===== src/core/mcs_consts.svh =====
// Register offsets, field positions, reset values and sizes of the measurement channel sequencer.
`ifndef MCS_CONSTS_SVH
`define MCS_CONSTS_SVH

`define MCS_RES_W 10
`define MCS_AVG_LOG2 4
`define MCS_SLOTS 6

`define MCS_ADDR_STATUS1 8'h00
`define MCS_ADDR_STATUS2 8'h01
`define MCS_ADDR_LOW_A 8'h03
`define MCS_ADDR_LOW_B 8'h04
`define MCS_ADDR_MSB_FIRST 8'h06
`define MCS_ADDR_MSB_LAST 8'h0B
`define MCS_ADDR_CTRL1 8'h18
`define MCS_ADDR_CTRL2 8'h19
`define MCS_ADDR_CTRL3 8'h1A
`define MCS_ADDR_MASK2 8'h1E
`define MCS_ADDR_TOFFS 8'h1F
`define MCS_ADDR_VHIGH 8'h23
`define MCS_ADDR_VLOW 8'h24

`define MCS_C1_MON_EN 0
`define MCS_C1_PIN_LO 1
`define MCS_C1_INT_POL 3
`define MCS_PINS_ANALOG 2'h3
`define MCS_C2_SEL_LO 0
`define MCS_C2_SINGLE 4
`define MCS_C2_AVG_DIS 5
`define MCS_C3_DAC_REF_INT 0
`define MCS_C3_AIN_REF_VDD 4
`define MCS_S2_SUPPLY 0

`define MCS_CTRL1_RST 8'h00
`define MCS_CTRL2_RST 8'h00
`define MCS_CTRL3_RST 8'h00
`define MCS_MASK2_RST 8'h00
`define MCS_VHIGH_RST 8'hFF
`define MCS_VLOW_RST 8'h00

`endif


===== src/core/mcs_pkg.sv =====
// Types shared by the measurement channel sequencer modules.
`default_nettype none
package mcs_pkg;
    typedef enum logic [1:0] {MCS_IDLE, MCS_START, MCS_WAIT} mcs_phase_t;
    typedef enum logic [2:0] {
        MCS_CH_SUPPLY, MCS_CH_INT, MCS_CH_EXT, MCS_CH_ANALOG_INPUT_ONE, MCS_CH_ANALOG_INPUT_TWO, MCS_CH_ANALOG_INPUT_THREE, MCS_CH_ANALOG_INPUT_FOUR
    } mcs_chan_t;
endpackage
`default_nettype wire


===== src/core/mcs_avg_if.sv =====
// Sample and result signals between the sequencer and its averager.
`default_nettype none
interface mcs_avg_if;
    logic push;
    logic clear;
    logic [9:0] sample;
    logic done;
    logic [9:0] avg;
    modport src (output push, output clear, output sample, input done, input avg);
    modport acc (input push, input clear, input sample, output done, output avg);
endinterface
`default_nettype wire


===== src/core/mcs_averager.sv =====
// Accumulator that averages a fixed power-of-two count of two's complement samples.
`include "mcs_consts.svh"
`default_nettype none
module mcs_averager
    import mcs_pkg::*;
#(
    parameter int LOG2_N = `MCS_AVG_LOG2
) (
    input wire logic clk_sys,
    input wire logic sys_rst,
    mcs_avg_if.acc avg_io
);
    typedef struct packed {
        logic [LOG2_N-1:0] count;
        logic [9+LOG2_N:0] sum;
    } mcs_avg_st_t;

    mcs_avg_st_t s;
    mcs_avg_st_t next_s;
    logic [9+LOG2_N:0] sum_in;

    // Sign extension keeps negative temperatures correct through the sum.
    assign sum_in = s.sum + {{LOG2_N{avg_io.sample[9]}}, avg_io.sample};
    assign avg_io.done = avg_io.push && (&s.count);
    assign avg_io.avg = sum_in[9+LOG2_N:LOG2_N];

    always_comb begin
        next_s = s;
        if (avg_io.clear) begin
            next_s = '0;
        end else if (avg_io.push) begin
            if (&s.count) begin
                next_s = '0;
            end else begin
                next_s.sum = sum_in;
                next_s.count = s.count + 1'b1;
            end
        end
    end

    always_ff @(posedge clk_sys) begin
        if (sys_rst) begin
            s <= '0;
        end else begin
            s <= next_s;
        end
    end
endmodule
`default_nettype wire


===== src/core/mcs_sequencer.sv =====
// Conversion sequencer, result store and limit check of the shared measurement converter.
//
// Summary of operation
// - Supply result split: low bits 03h, high 06h.
// - Supply compared to limits; unmasked fault flags, interrupt.
// - Supply scaled so 7 V reads 3FF.
// - Reference amplifier powered while monitoring enabled.
// - Internal reference for supply and temperature channels.
// - Converter outputs use external reference after power-up.
// - Power-up: round robin, idle until enable bit.
// - Round robin order supply, internal, external/inputs, three, four.
// - Shared pins convert as diode or two inputs.
// - Single bit in 19h selects single-channel mode.
// - Single mode repeats selected channel back to back.
// - Select zero is supply, one is internal.
// - Serial traffic halts conversion; resumes afterwards.
// - Internal temperature stored in two's complement.
// - Offset register added before internal temperature stored.
// - Remote temperature averaged over sixteen conversions.
// - Diode bias alternates between two currents.
// - Internal temperature averaging on by default, bit five disables.
// - One result step equals a quarter degree.
// - Low-byte read freezes high bytes; high read releases.
// - Two-bit field chooses shared pin function.
`include "mcs_consts.svh"
`default_nettype none
module mcs_sequencer
    import mcs_pkg::*;
(
    input wire logic clk_sys,
    input wire logic sys_rst,
    input wire logic [7:0] reg_addr,
    input wire logic reg_wr,
    input wire logic reg_rd,
    input wire logic [7:0] reg_wdata,
    output logic [7:0] reg_rdata,
    input wire logic serial_busy,
    input wire logic adc_done,
    input wire logic [9:0] adc_data,
    output logic adc_start,
    output logic adc_abort,
    output logic [2:0] adc_chan,
    output logic adc_ref_internal,
    output logic ref_amp_on,
    output logic dac_ref_internal,
    output logic diode_bias_high,
    output logic shared_pins_analog,
    output logic int_out
);
    typedef struct packed {
        mcs_phase_t phase;
        mcs_chan_t chan;
        mcs_chan_t conv_chan;
        logic [`MCS_SLOTS-1:0][9:0] res;
        logic [`MCS_SLOTS-1:0][7:0] msb_view;
        logic [`MCS_SLOTS-1:0] lock;
        logic [7:0] ctrl1;
        logic [7:0] ctrl2;
        logic [7:0] ctrl3;
        logic [7:0] mask2;
        logic [7:0] status2;
        logic [7:0] toffs;
        logic [7:0] vhigh;
        logic [7:0] vlow;
        logic [7:0] rdata;
        logic adc_start;
        logic adc_abort;
        logic adc_ref_int;
        logic ref_amp;
        logic dac_ref_int;
        logic bias;
        logic pins_analog;
        logic int_out;
    } mcs_st_t;

    mcs_st_t s;
    mcs_st_t next_s;
    mcs_avg_if avg_io ();

    // Result slot of a channel; the remote diode and the first input share one slot.
    function automatic logic [2:0] slot_of(input mcs_chan_t ch);
        case (ch)
            MCS_CH_SUPPLY: slot_of = 3'h0;
            MCS_CH_INT: slot_of = 3'h1;
            MCS_CH_EXT: slot_of = 3'h2;
            MCS_CH_ANALOG_INPUT_ONE: slot_of = 3'h2;
            MCS_CH_ANALOG_INPUT_TWO: slot_of = 3'h3;
            MCS_CH_ANALOG_INPUT_THREE: slot_of = 3'h4;
            MCS_CH_ANALOG_INPUT_FOUR: slot_of = 3'h5;
            default: slot_of = 3'h0;
        endcase
    endfunction

    function automatic mcs_chan_t decode_sel(input logic [2:0] sel, input logic analog);
        case (sel)
            3'h0: decode_sel = MCS_CH_SUPPLY;
            3'h1: decode_sel = MCS_CH_INT;
            3'h2: decode_sel = analog ? MCS_CH_ANALOG_INPUT_ONE : MCS_CH_EXT;
            3'h3: decode_sel = analog ? MCS_CH_ANALOG_INPUT_TWO : MCS_CH_EXT;
            3'h4: decode_sel = MCS_CH_ANALOG_INPUT_THREE;
            3'h5: decode_sel = MCS_CH_ANALOG_INPUT_FOUR;
            default: decode_sel = MCS_CH_SUPPLY;
        endcase
    endfunction

    // Successor in the round robin; the third slot converts whichever pin function is set.
    function automatic mcs_chan_t next_rr(input mcs_chan_t ch, input logic analog);
        case (ch)
            MCS_CH_SUPPLY: next_rr = MCS_CH_INT;
            MCS_CH_INT: next_rr = analog ? MCS_CH_ANALOG_INPUT_ONE : MCS_CH_EXT;
            MCS_CH_ANALOG_INPUT_ONE: next_rr = MCS_CH_ANALOG_INPUT_TWO;
            MCS_CH_EXT: next_rr = MCS_CH_ANALOG_INPUT_THREE;
            MCS_CH_ANALOG_INPUT_TWO: next_rr = MCS_CH_ANALOG_INPUT_THREE;
            MCS_CH_ANALOG_INPUT_THREE: next_rr = MCS_CH_ANALOG_INPUT_FOUR;
            default: next_rr = MCS_CH_SUPPLY;
        endcase
    endfunction

    function automatic logic [7:0] read_reg(input mcs_st_t st, input logic [7:0] addr);
        logic [2:0] idx;
        idx = 3'(addr - `MCS_ADDR_MSB_FIRST);
        read_reg = 8'h00;
        if (addr == `MCS_ADDR_STATUS2) begin
            read_reg = st.status2;
        end else if (addr == `MCS_ADDR_LOW_A) begin
            read_reg = {4'h0, st.res[1][1:0], st.res[0][1:0]};
        end else if (addr == `MCS_ADDR_LOW_B) begin
            read_reg = {st.res[5][1:0], st.res[4][1:0], st.res[3][1:0], st.res[2][1:0]};
        end else if (addr >= `MCS_ADDR_MSB_FIRST && addr <= `MCS_ADDR_MSB_LAST) begin
            read_reg = st.msb_view[idx];
        end else if (addr == `MCS_ADDR_CTRL1) begin
            read_reg = st.ctrl1;
        end else if (addr == `MCS_ADDR_CTRL2) begin
            read_reg = st.ctrl2;
        end else if (addr == `MCS_ADDR_CTRL3) begin
            read_reg = st.ctrl3;
        end else if (addr == `MCS_ADDR_MASK2) begin
            read_reg = st.mask2;
        end else if (addr == `MCS_ADDR_TOFFS) begin
            read_reg = st.toffs;
        end else if (addr == `MCS_ADDR_VHIGH) begin
            read_reg = st.vhigh;
        end else if (addr == `MCS_ADDR_VLOW) begin
            read_reg = st.vlow;
        end
    endfunction

    logic mon_en;
    logic single;
    logic analog;
    logic avg_dis;
    logic needs_avg;
    mcs_chan_t cur;
    logic [9:0] value;
    logic [2:0] slot;

    assign mon_en = s.ctrl1[`MCS_C1_MON_EN];
    assign single = s.ctrl2[`MCS_C2_SINGLE];
    assign analog = s.ctrl1[`MCS_C1_PIN_LO+:2] == `MCS_PINS_ANALOG;
    assign avg_dis = s.ctrl2[`MCS_C2_AVG_DIS];
    // A round robin position left on a pin function that was since changed follows the new function.
    assign cur = single ? decode_sel(s.ctrl2[`MCS_C2_SEL_LO+:3], analog) :
        ((analog && s.chan == MCS_CH_EXT) ? MCS_CH_ANALOG_INPUT_ONE :
        ((!analog && (s.chan == MCS_CH_ANALOG_INPUT_ONE || s.chan == MCS_CH_ANALOG_INPUT_TWO)) ? MCS_CH_EXT : s.chan));
    assign needs_avg = (s.conv_chan == MCS_CH_EXT) || (s.conv_chan == MCS_CH_INT && !avg_dis);
    assign slot = slot_of(s.conv_chan);

    assign avg_io.push = (s.phase == MCS_WAIT) && adc_done && !serial_busy && mon_en && needs_avg;
    // A change of channel drops any partial sum, so an average never mixes two channels.
    assign avg_io.clear = ((s.phase == MCS_WAIT) && (serial_busy || !mon_en)) ||
        ((s.phase == MCS_START) && (cur != s.conv_chan));
    assign avg_io.sample = adc_data;

    // Raw codes are two's complement, a quarter degree per step; the offset is sign-extended.
    assign value = (s.conv_chan == MCS_CH_INT) ?
        (needs_avg ? avg_io.avg : adc_data) + {{2{s.toffs[7]}}, s.toffs} :
        (needs_avg ? avg_io.avg : adc_data);

    mcs_averager #(
        .LOG2_N(`MCS_AVG_LOG2)
    ) u_avg (
        .clk_sys(clk_sys),
        .sys_rst(sys_rst),
        .avg_io(avg_io)
    );

    always_comb begin
        next_s = s;
        next_s.adc_start = 1'b0;
        next_s.adc_abort = 1'b0;

        if (reg_rd) begin
            next_s.rdata = read_reg(s, reg_addr);
            if (reg_addr == `MCS_ADDR_STATUS2) begin
                next_s.status2 = 8'h00;
            end else if (reg_addr == `MCS_ADDR_LOW_A) begin
                next_s.lock[1:0] = 2'h3;
            end else if (reg_addr == `MCS_ADDR_LOW_B) begin
                next_s.lock[5:2] = 4'hF;
            end else if (reg_addr >= `MCS_ADDR_MSB_FIRST && reg_addr <= `MCS_ADDR_MSB_LAST) begin
                next_s.lock = '0;
            end
        end

        if (reg_wr) begin
            case (reg_addr)
                `MCS_ADDR_CTRL1: next_s.ctrl1 = reg_wdata;
                `MCS_ADDR_CTRL2: next_s.ctrl2 = reg_wdata;
                `MCS_ADDR_CTRL3: next_s.ctrl3 = reg_wdata;
                `MCS_ADDR_MASK2: next_s.mask2 = reg_wdata;
                `MCS_ADDR_TOFFS: next_s.toffs = reg_wdata;
                `MCS_ADDR_VHIGH: next_s.vhigh = reg_wdata;
                `MCS_ADDR_VLOW: next_s.vlow = reg_wdata;
                default: next_s.ctrl1 = next_s.ctrl1;
            endcase
        end

        case (s.phase)
            MCS_IDLE: begin
                if (mon_en && !serial_busy) begin
                    next_s.phase = MCS_START;
                end
            end
            MCS_START: begin
                if (serial_busy || !mon_en) begin
                    next_s.phase = MCS_IDLE;
                end else begin
                    next_s.conv_chan = cur;
                    next_s.adc_start = 1'b1;
                    next_s.bias = (cur == MCS_CH_EXT) ? !s.bias : 1'b0;
                    next_s.adc_ref_int = (cur == MCS_CH_SUPPLY || cur == MCS_CH_INT || cur == MCS_CH_EXT) ?
                        1'b1 : !s.ctrl3[`MCS_C3_AIN_REF_VDD];
                    next_s.phase = MCS_WAIT;
                end
            end
            MCS_WAIT: begin
                if (serial_busy || !mon_en) begin
                    // Results stay as they were; the averager restarts from zero.
                    next_s.adc_abort = 1'b1;
                    next_s.bias = 1'b0;
                    next_s.phase = MCS_IDLE;
                end else if (adc_done) begin
                    next_s.phase = MCS_START;
                    if (!needs_avg || avg_io.done) begin
                        next_s.res[slot] = value;
                        if (s.conv_chan == MCS_CH_SUPPLY && !s.mask2[`MCS_S2_SUPPLY] &&
                            (value[9:2] > s.vhigh || value[9:2] <= s.vlow)) begin
                            next_s.status2[`MCS_S2_SUPPLY] = 1'b1;
                        end
                        if (!single) begin
                            next_s.chan = next_rr(s.conv_chan, analog);
                        end
                    end
                end
            end
            default: next_s.phase = MCS_IDLE;
        endcase

        for (int i = 0; i < `MCS_SLOTS; i++) begin
            // The lock taken by this very read also holds back a result that lands in the same cycle.
            if (!next_s.lock[i]) begin
                next_s.msb_view[i] = next_s.res[i][9:2];
            end
        end

        next_s.ref_amp = next_s.ctrl1[`MCS_C1_MON_EN];
        next_s.dac_ref_int = next_s.ctrl3[`MCS_C3_DAC_REF_INT];
        next_s.pins_analog = next_s.ctrl1[`MCS_C1_PIN_LO+:2] == `MCS_PINS_ANALOG;
        next_s.int_out = next_s.ctrl1[`MCS_C1_INT_POL] ? (|next_s.status2) : !(|next_s.status2);
    end

    always_ff @(posedge clk_sys) begin
        if (sys_rst) begin
            s <= '0;
            s.ctrl1 <= `MCS_CTRL1_RST;
            s.ctrl2 <= `MCS_CTRL2_RST;
            s.ctrl3 <= `MCS_CTRL3_RST;
            s.mask2 <= `MCS_MASK2_RST;
            s.vhigh <= `MCS_VHIGH_RST;
            s.vlow <= `MCS_VLOW_RST;
            s.int_out <= 1'b1;
        end else begin
            s <= next_s;
        end
    end

    assign reg_rdata = s.rdata;
    assign adc_start = s.adc_start;
    assign adc_abort = s.adc_abort;
    assign adc_chan = s.conv_chan;
    assign adc_ref_internal = s.adc_ref_int;
    assign ref_amp_on = s.ref_amp;
    assign dac_ref_internal = s.dac_ref_int;
    assign diode_bias_high = s.bias;
    assign shared_pins_analog = s.pins_analog;
    assign int_out = s.int_out;
endmodule
`default_nettype wire


===== config.mk =====
export PLATFORM = sky130hd
export DESIGN_NAME = mcs_sequencer
export DESIGN_NICKNAME = d
export VERILOG_FILES = /design/src/core/mcs_pkg.sv /design/src/core/mcs_avg_if.sv /design/src/core/mcs_averager.sv /design/src/core/mcs_sequencer.sv
export VERILOG_INCLUDE_DIRS = /design/src /design/src/core
export SDC_FILE = /design/constraint.sdc
export NUM_CORES = 1
export LEC_CHECK = 0
export ABC_AREA = 1
export BUFFER_PORTS_ARGS = -buffer_cell sky130_fd_sc_hd__buf_2
export CORE_MARGIN = 1
export CORE_UTILIZATION = 35
export DETAILED_ROUTE_END_ITERATION = 8
export PLACE_DENSITY_LB_ADDON = 0.2
export SLEW_MARGIN = 20
export SYNTH_ARGS = -nofsm -noshare
export SYNTH_HDL_FRONTEND = slang
export SYNTH_SLANG_ARGS = --single-unit

===== constraint.sdc =====
create_clock -name clk_sys -period 11.25 [get_ports clk_sys]
set_input_delay 1.125 -clock clk_sys [delete_from_list [all_inputs] [get_ports clk_sys]]
set_output_delay 1.125 -clock clk_sys [all_outputs]
set_load 0.05 [all_outputs]

==> run metrics <==
Post-Synth Adder-Cell Area 0.05366; Period Utilization, post-route 0.4642; Num CTS Buffers 26; worst r2r dst int_out; largest family of logic cells by synthesized area simple AND/OR/NAND/NOR gates; GRT overflow 0; outcome completed; post-CTS setup buffers 0; #FFs+latches synth 218; Leak 6.136 nW; Hold WC Path Type reg -> reg; final antenna-violating net count 0; Compound-Gate Fraction of Synth Area 0.1721; routed wire length 36770 µm; DR vias 10920; num rows 66; setup TNS 0 ns; EDFF count, synth 0; Slew Limit Fails 0; Synth Flop Type dfxtp_1; Worst VDD drop 0.1144 mV; CTS root buffer clkbuf_16; global placer's final weighted congestion 0.9015; min-delay src s[59]; Placeable Area 32700 µm²; hpwl dp 27030 µm; skew final 0.02408 ns; CP arrival 5.67 ns; drt drc 0; hold path cells 2; Slowest-stage cell, CP o22ai_4; Setup crit start kind register; xor and xnor area share after synthesis 0.009726; worst reg2reg path depth 27; maximum buffer depth of the clock tree 3; sequential area share after synthesis 0.3728; largest net degree at the start of global routing 58; CTS tree yes; H-Tree Depth 1; io pins 51; Crit Path Max Fanout 28; Vias per Instance 5.055; Power Density 137.7 nW/µm²; Synth Area per Inst 6.972 µm²; Crit path required time 11.70 ns; Fmax 191.5 MHz; n_diodes 0; Nets 1780; Syn Nets 1760; router iterations before antenna repair 5; vias in the first global route 10190; synthesized area 11710 µm²; Synth Area in Simple Gates 0.2767; CTS Hold Bufs 0; cell count after synthesis 1679; # setup viols final 0; R2R setup slack 6.03 ns; first-pass GRT wire length 56990 µm; clock sink total 218; CP startpoint adc_chan[0]; Worst Tran Pin Value 1.140 ns; Hold EP s[59]; CP Class reg -> reg; RSZ-0062 raised after global routing false; YS warnings 0; Final Hold Vio Count 0; slew margin rel. 0.2394; insertion delay to the later sink of the worst-skew pair 0.56 ns; # fillers 3562; Die ar. 34180 µm²; Max Cap Viol 0; CP Capture Type register; post-synthesis cell type count 58; reg2reg start adc_chan[0]; Detailed Route Iter0 Violations 854; asr flop ratio synth 0; Tot GR Track Use 0.2166; Worst path most repeated cell nand2_1; Util after Layout 0.4008; share of cells above drive strength 1 0.1007; Area Growth Syn to Fin 11.95%; post-synthesis mux area share 0.001710; DR WL/cell 17.02 µm; Initial Utilization 0.3580; initial antenna violation count 0; Die Wd 184.9 µm; IO Port Bufs 50; Slowest Stage Delay on Critical Path 0.68 ns; Placed Instance Area 12200 µm²; fin crit period 5.222 ns; Reg area 4364 µm²; final instance area 13110 µm²; CTS resizes 0; area of the multi-input gates 6021 µm²; Worst-path clk slew 0.06 ns; chip height 184.9 µm
[sequential cells by signal, indices dropped and copies added, names as in the netlist]
register	count
adc_ref_internal	1
s	181
adc_abort	1
avg_dis	1
diode_bias_high	1
int_out	1
shared_pins_analog	1
adc_start	1
adc_chan	3
mon_en	1
u_avg.s	18
reg_rdata	8
[final cells by class]
type / count / share of cell area
Clock buffer: 35 / 0.05757
Clock inverter: 12 / 0.01165
Inverter: 257 / 0.07399
Multi-Input combinational cell: 1141 / 0.4594
Sequential cell: 218 / 0.3330
Tap cell: 442 / 0.04220
Timing Repair Buffer: 55 / 0.02215
[synthesized netlist by cell type, types with 12 or more instances]
cell      instances  share of area
inv_1           243          0.078
o21ai_0          60          0.026
clkbuf_1         22         0.0071
a21oi_1         202          0.086
or2_2            12         0.0064
nor2_1          167          0.054
nand4_1          20          0.011
buf_2            18         0.0077
nand2_1         338           0.11
inv_2            12         0.0038
nor3_1           13         0.0056
o211ai_1         14         0.0090
nand3_1         132          0.056
ha_1             47          0.050
buf_4            12         0.0077
dfxtp_1         218           0.37
[report_power, final]
group	total, mW	leakage (nW)	internal (mW)	switching, mW
clock network	0.893	0.451	0.539	0.355
logic	0.130	3.93	0.0372	0.0932
registers	0.781	1.76	0.777	0.00379
[per-layer routing]
| metal | track usage | vias to the layer above | routed length (µm) |
|---|---|---|---|
| met5 | 0 | - | 0 |
| met4 | 0.06512 | 0 | 1122 |
| met3 | 0.03657 | 60 | 1959 |
| met2 | 0.3532 | 277 | 16520 |
| met1 | 0.2908 | 5078 | 17160 |
| li1 | - | 5504 | - |
[cell families (layout without fill, tap and decap cells)]
family,after synthesis,count (layout)
AND/OR/NAND/NOR,727,727
AO/OA/AOI/OAI,350,350
XOR/XNOR,13,13
multiplexers,2,2
buffers and inverters,320,359
adder cells (fa/ha/maj),49,49
flip-flops,218,218
[critical path: cells and delay by family (launching register included)]
| kind | cells | cell delay, ns |
|---|---|---|
| and+or+nand+nor | 17 | 2.17 |
| AOI/OAI and AO/OA | 4 | 1.14 |
| adders and majority gates | 3 | 0.92 |
| buffers and inverters | 3 | 0.45 |
| DFF | 1 | 0.43 |
[worst max path at each step]
stage               to  slack (ns)  cells past startpoint
2_1_floorplan  int_out        6.43                     30
3_3_place_gp   int_out        5.75                     28
5_1_grt        int_out        5.48                     29
4_1_cts        int_out        6.05                     29
3_5_place_dp   int_out        5.67                     28
6_report       int_out        6.03                     27
[per-stage QoR]
step | total power [mW] | setup slack [ns] | hold WS [ns] | cells
floorplan | 0.8843 | 6.430 | 0.4300 | 1679
global placement | 0.9261 | 5.746 | 0.4407 | 2113
detailed placement | 0.9268 | 5.675 | 0.4489 | 2113
CTS | 1.819 | 6.051 | 0.4588 | 2160
global route | 1.864 | 5.479 | 0.4759 | 2160
finish | 1.804 | 6.028 | 0.4537 | 2160
[cells in the final DEF, fill, tap and decap left out, drive strengths merged, types with 15 or more instances in the layout]
cell,count
or2,17
o21ai,70
o211ai,15
nand4,22
a21oi,206
nor2,176
inv,258
nor3,15
buf,55
nand2,352
clkbuf,35
ha,47
nand3,137
dfxtp,218
Note: power is estimated with default switching activity, not from simulation.
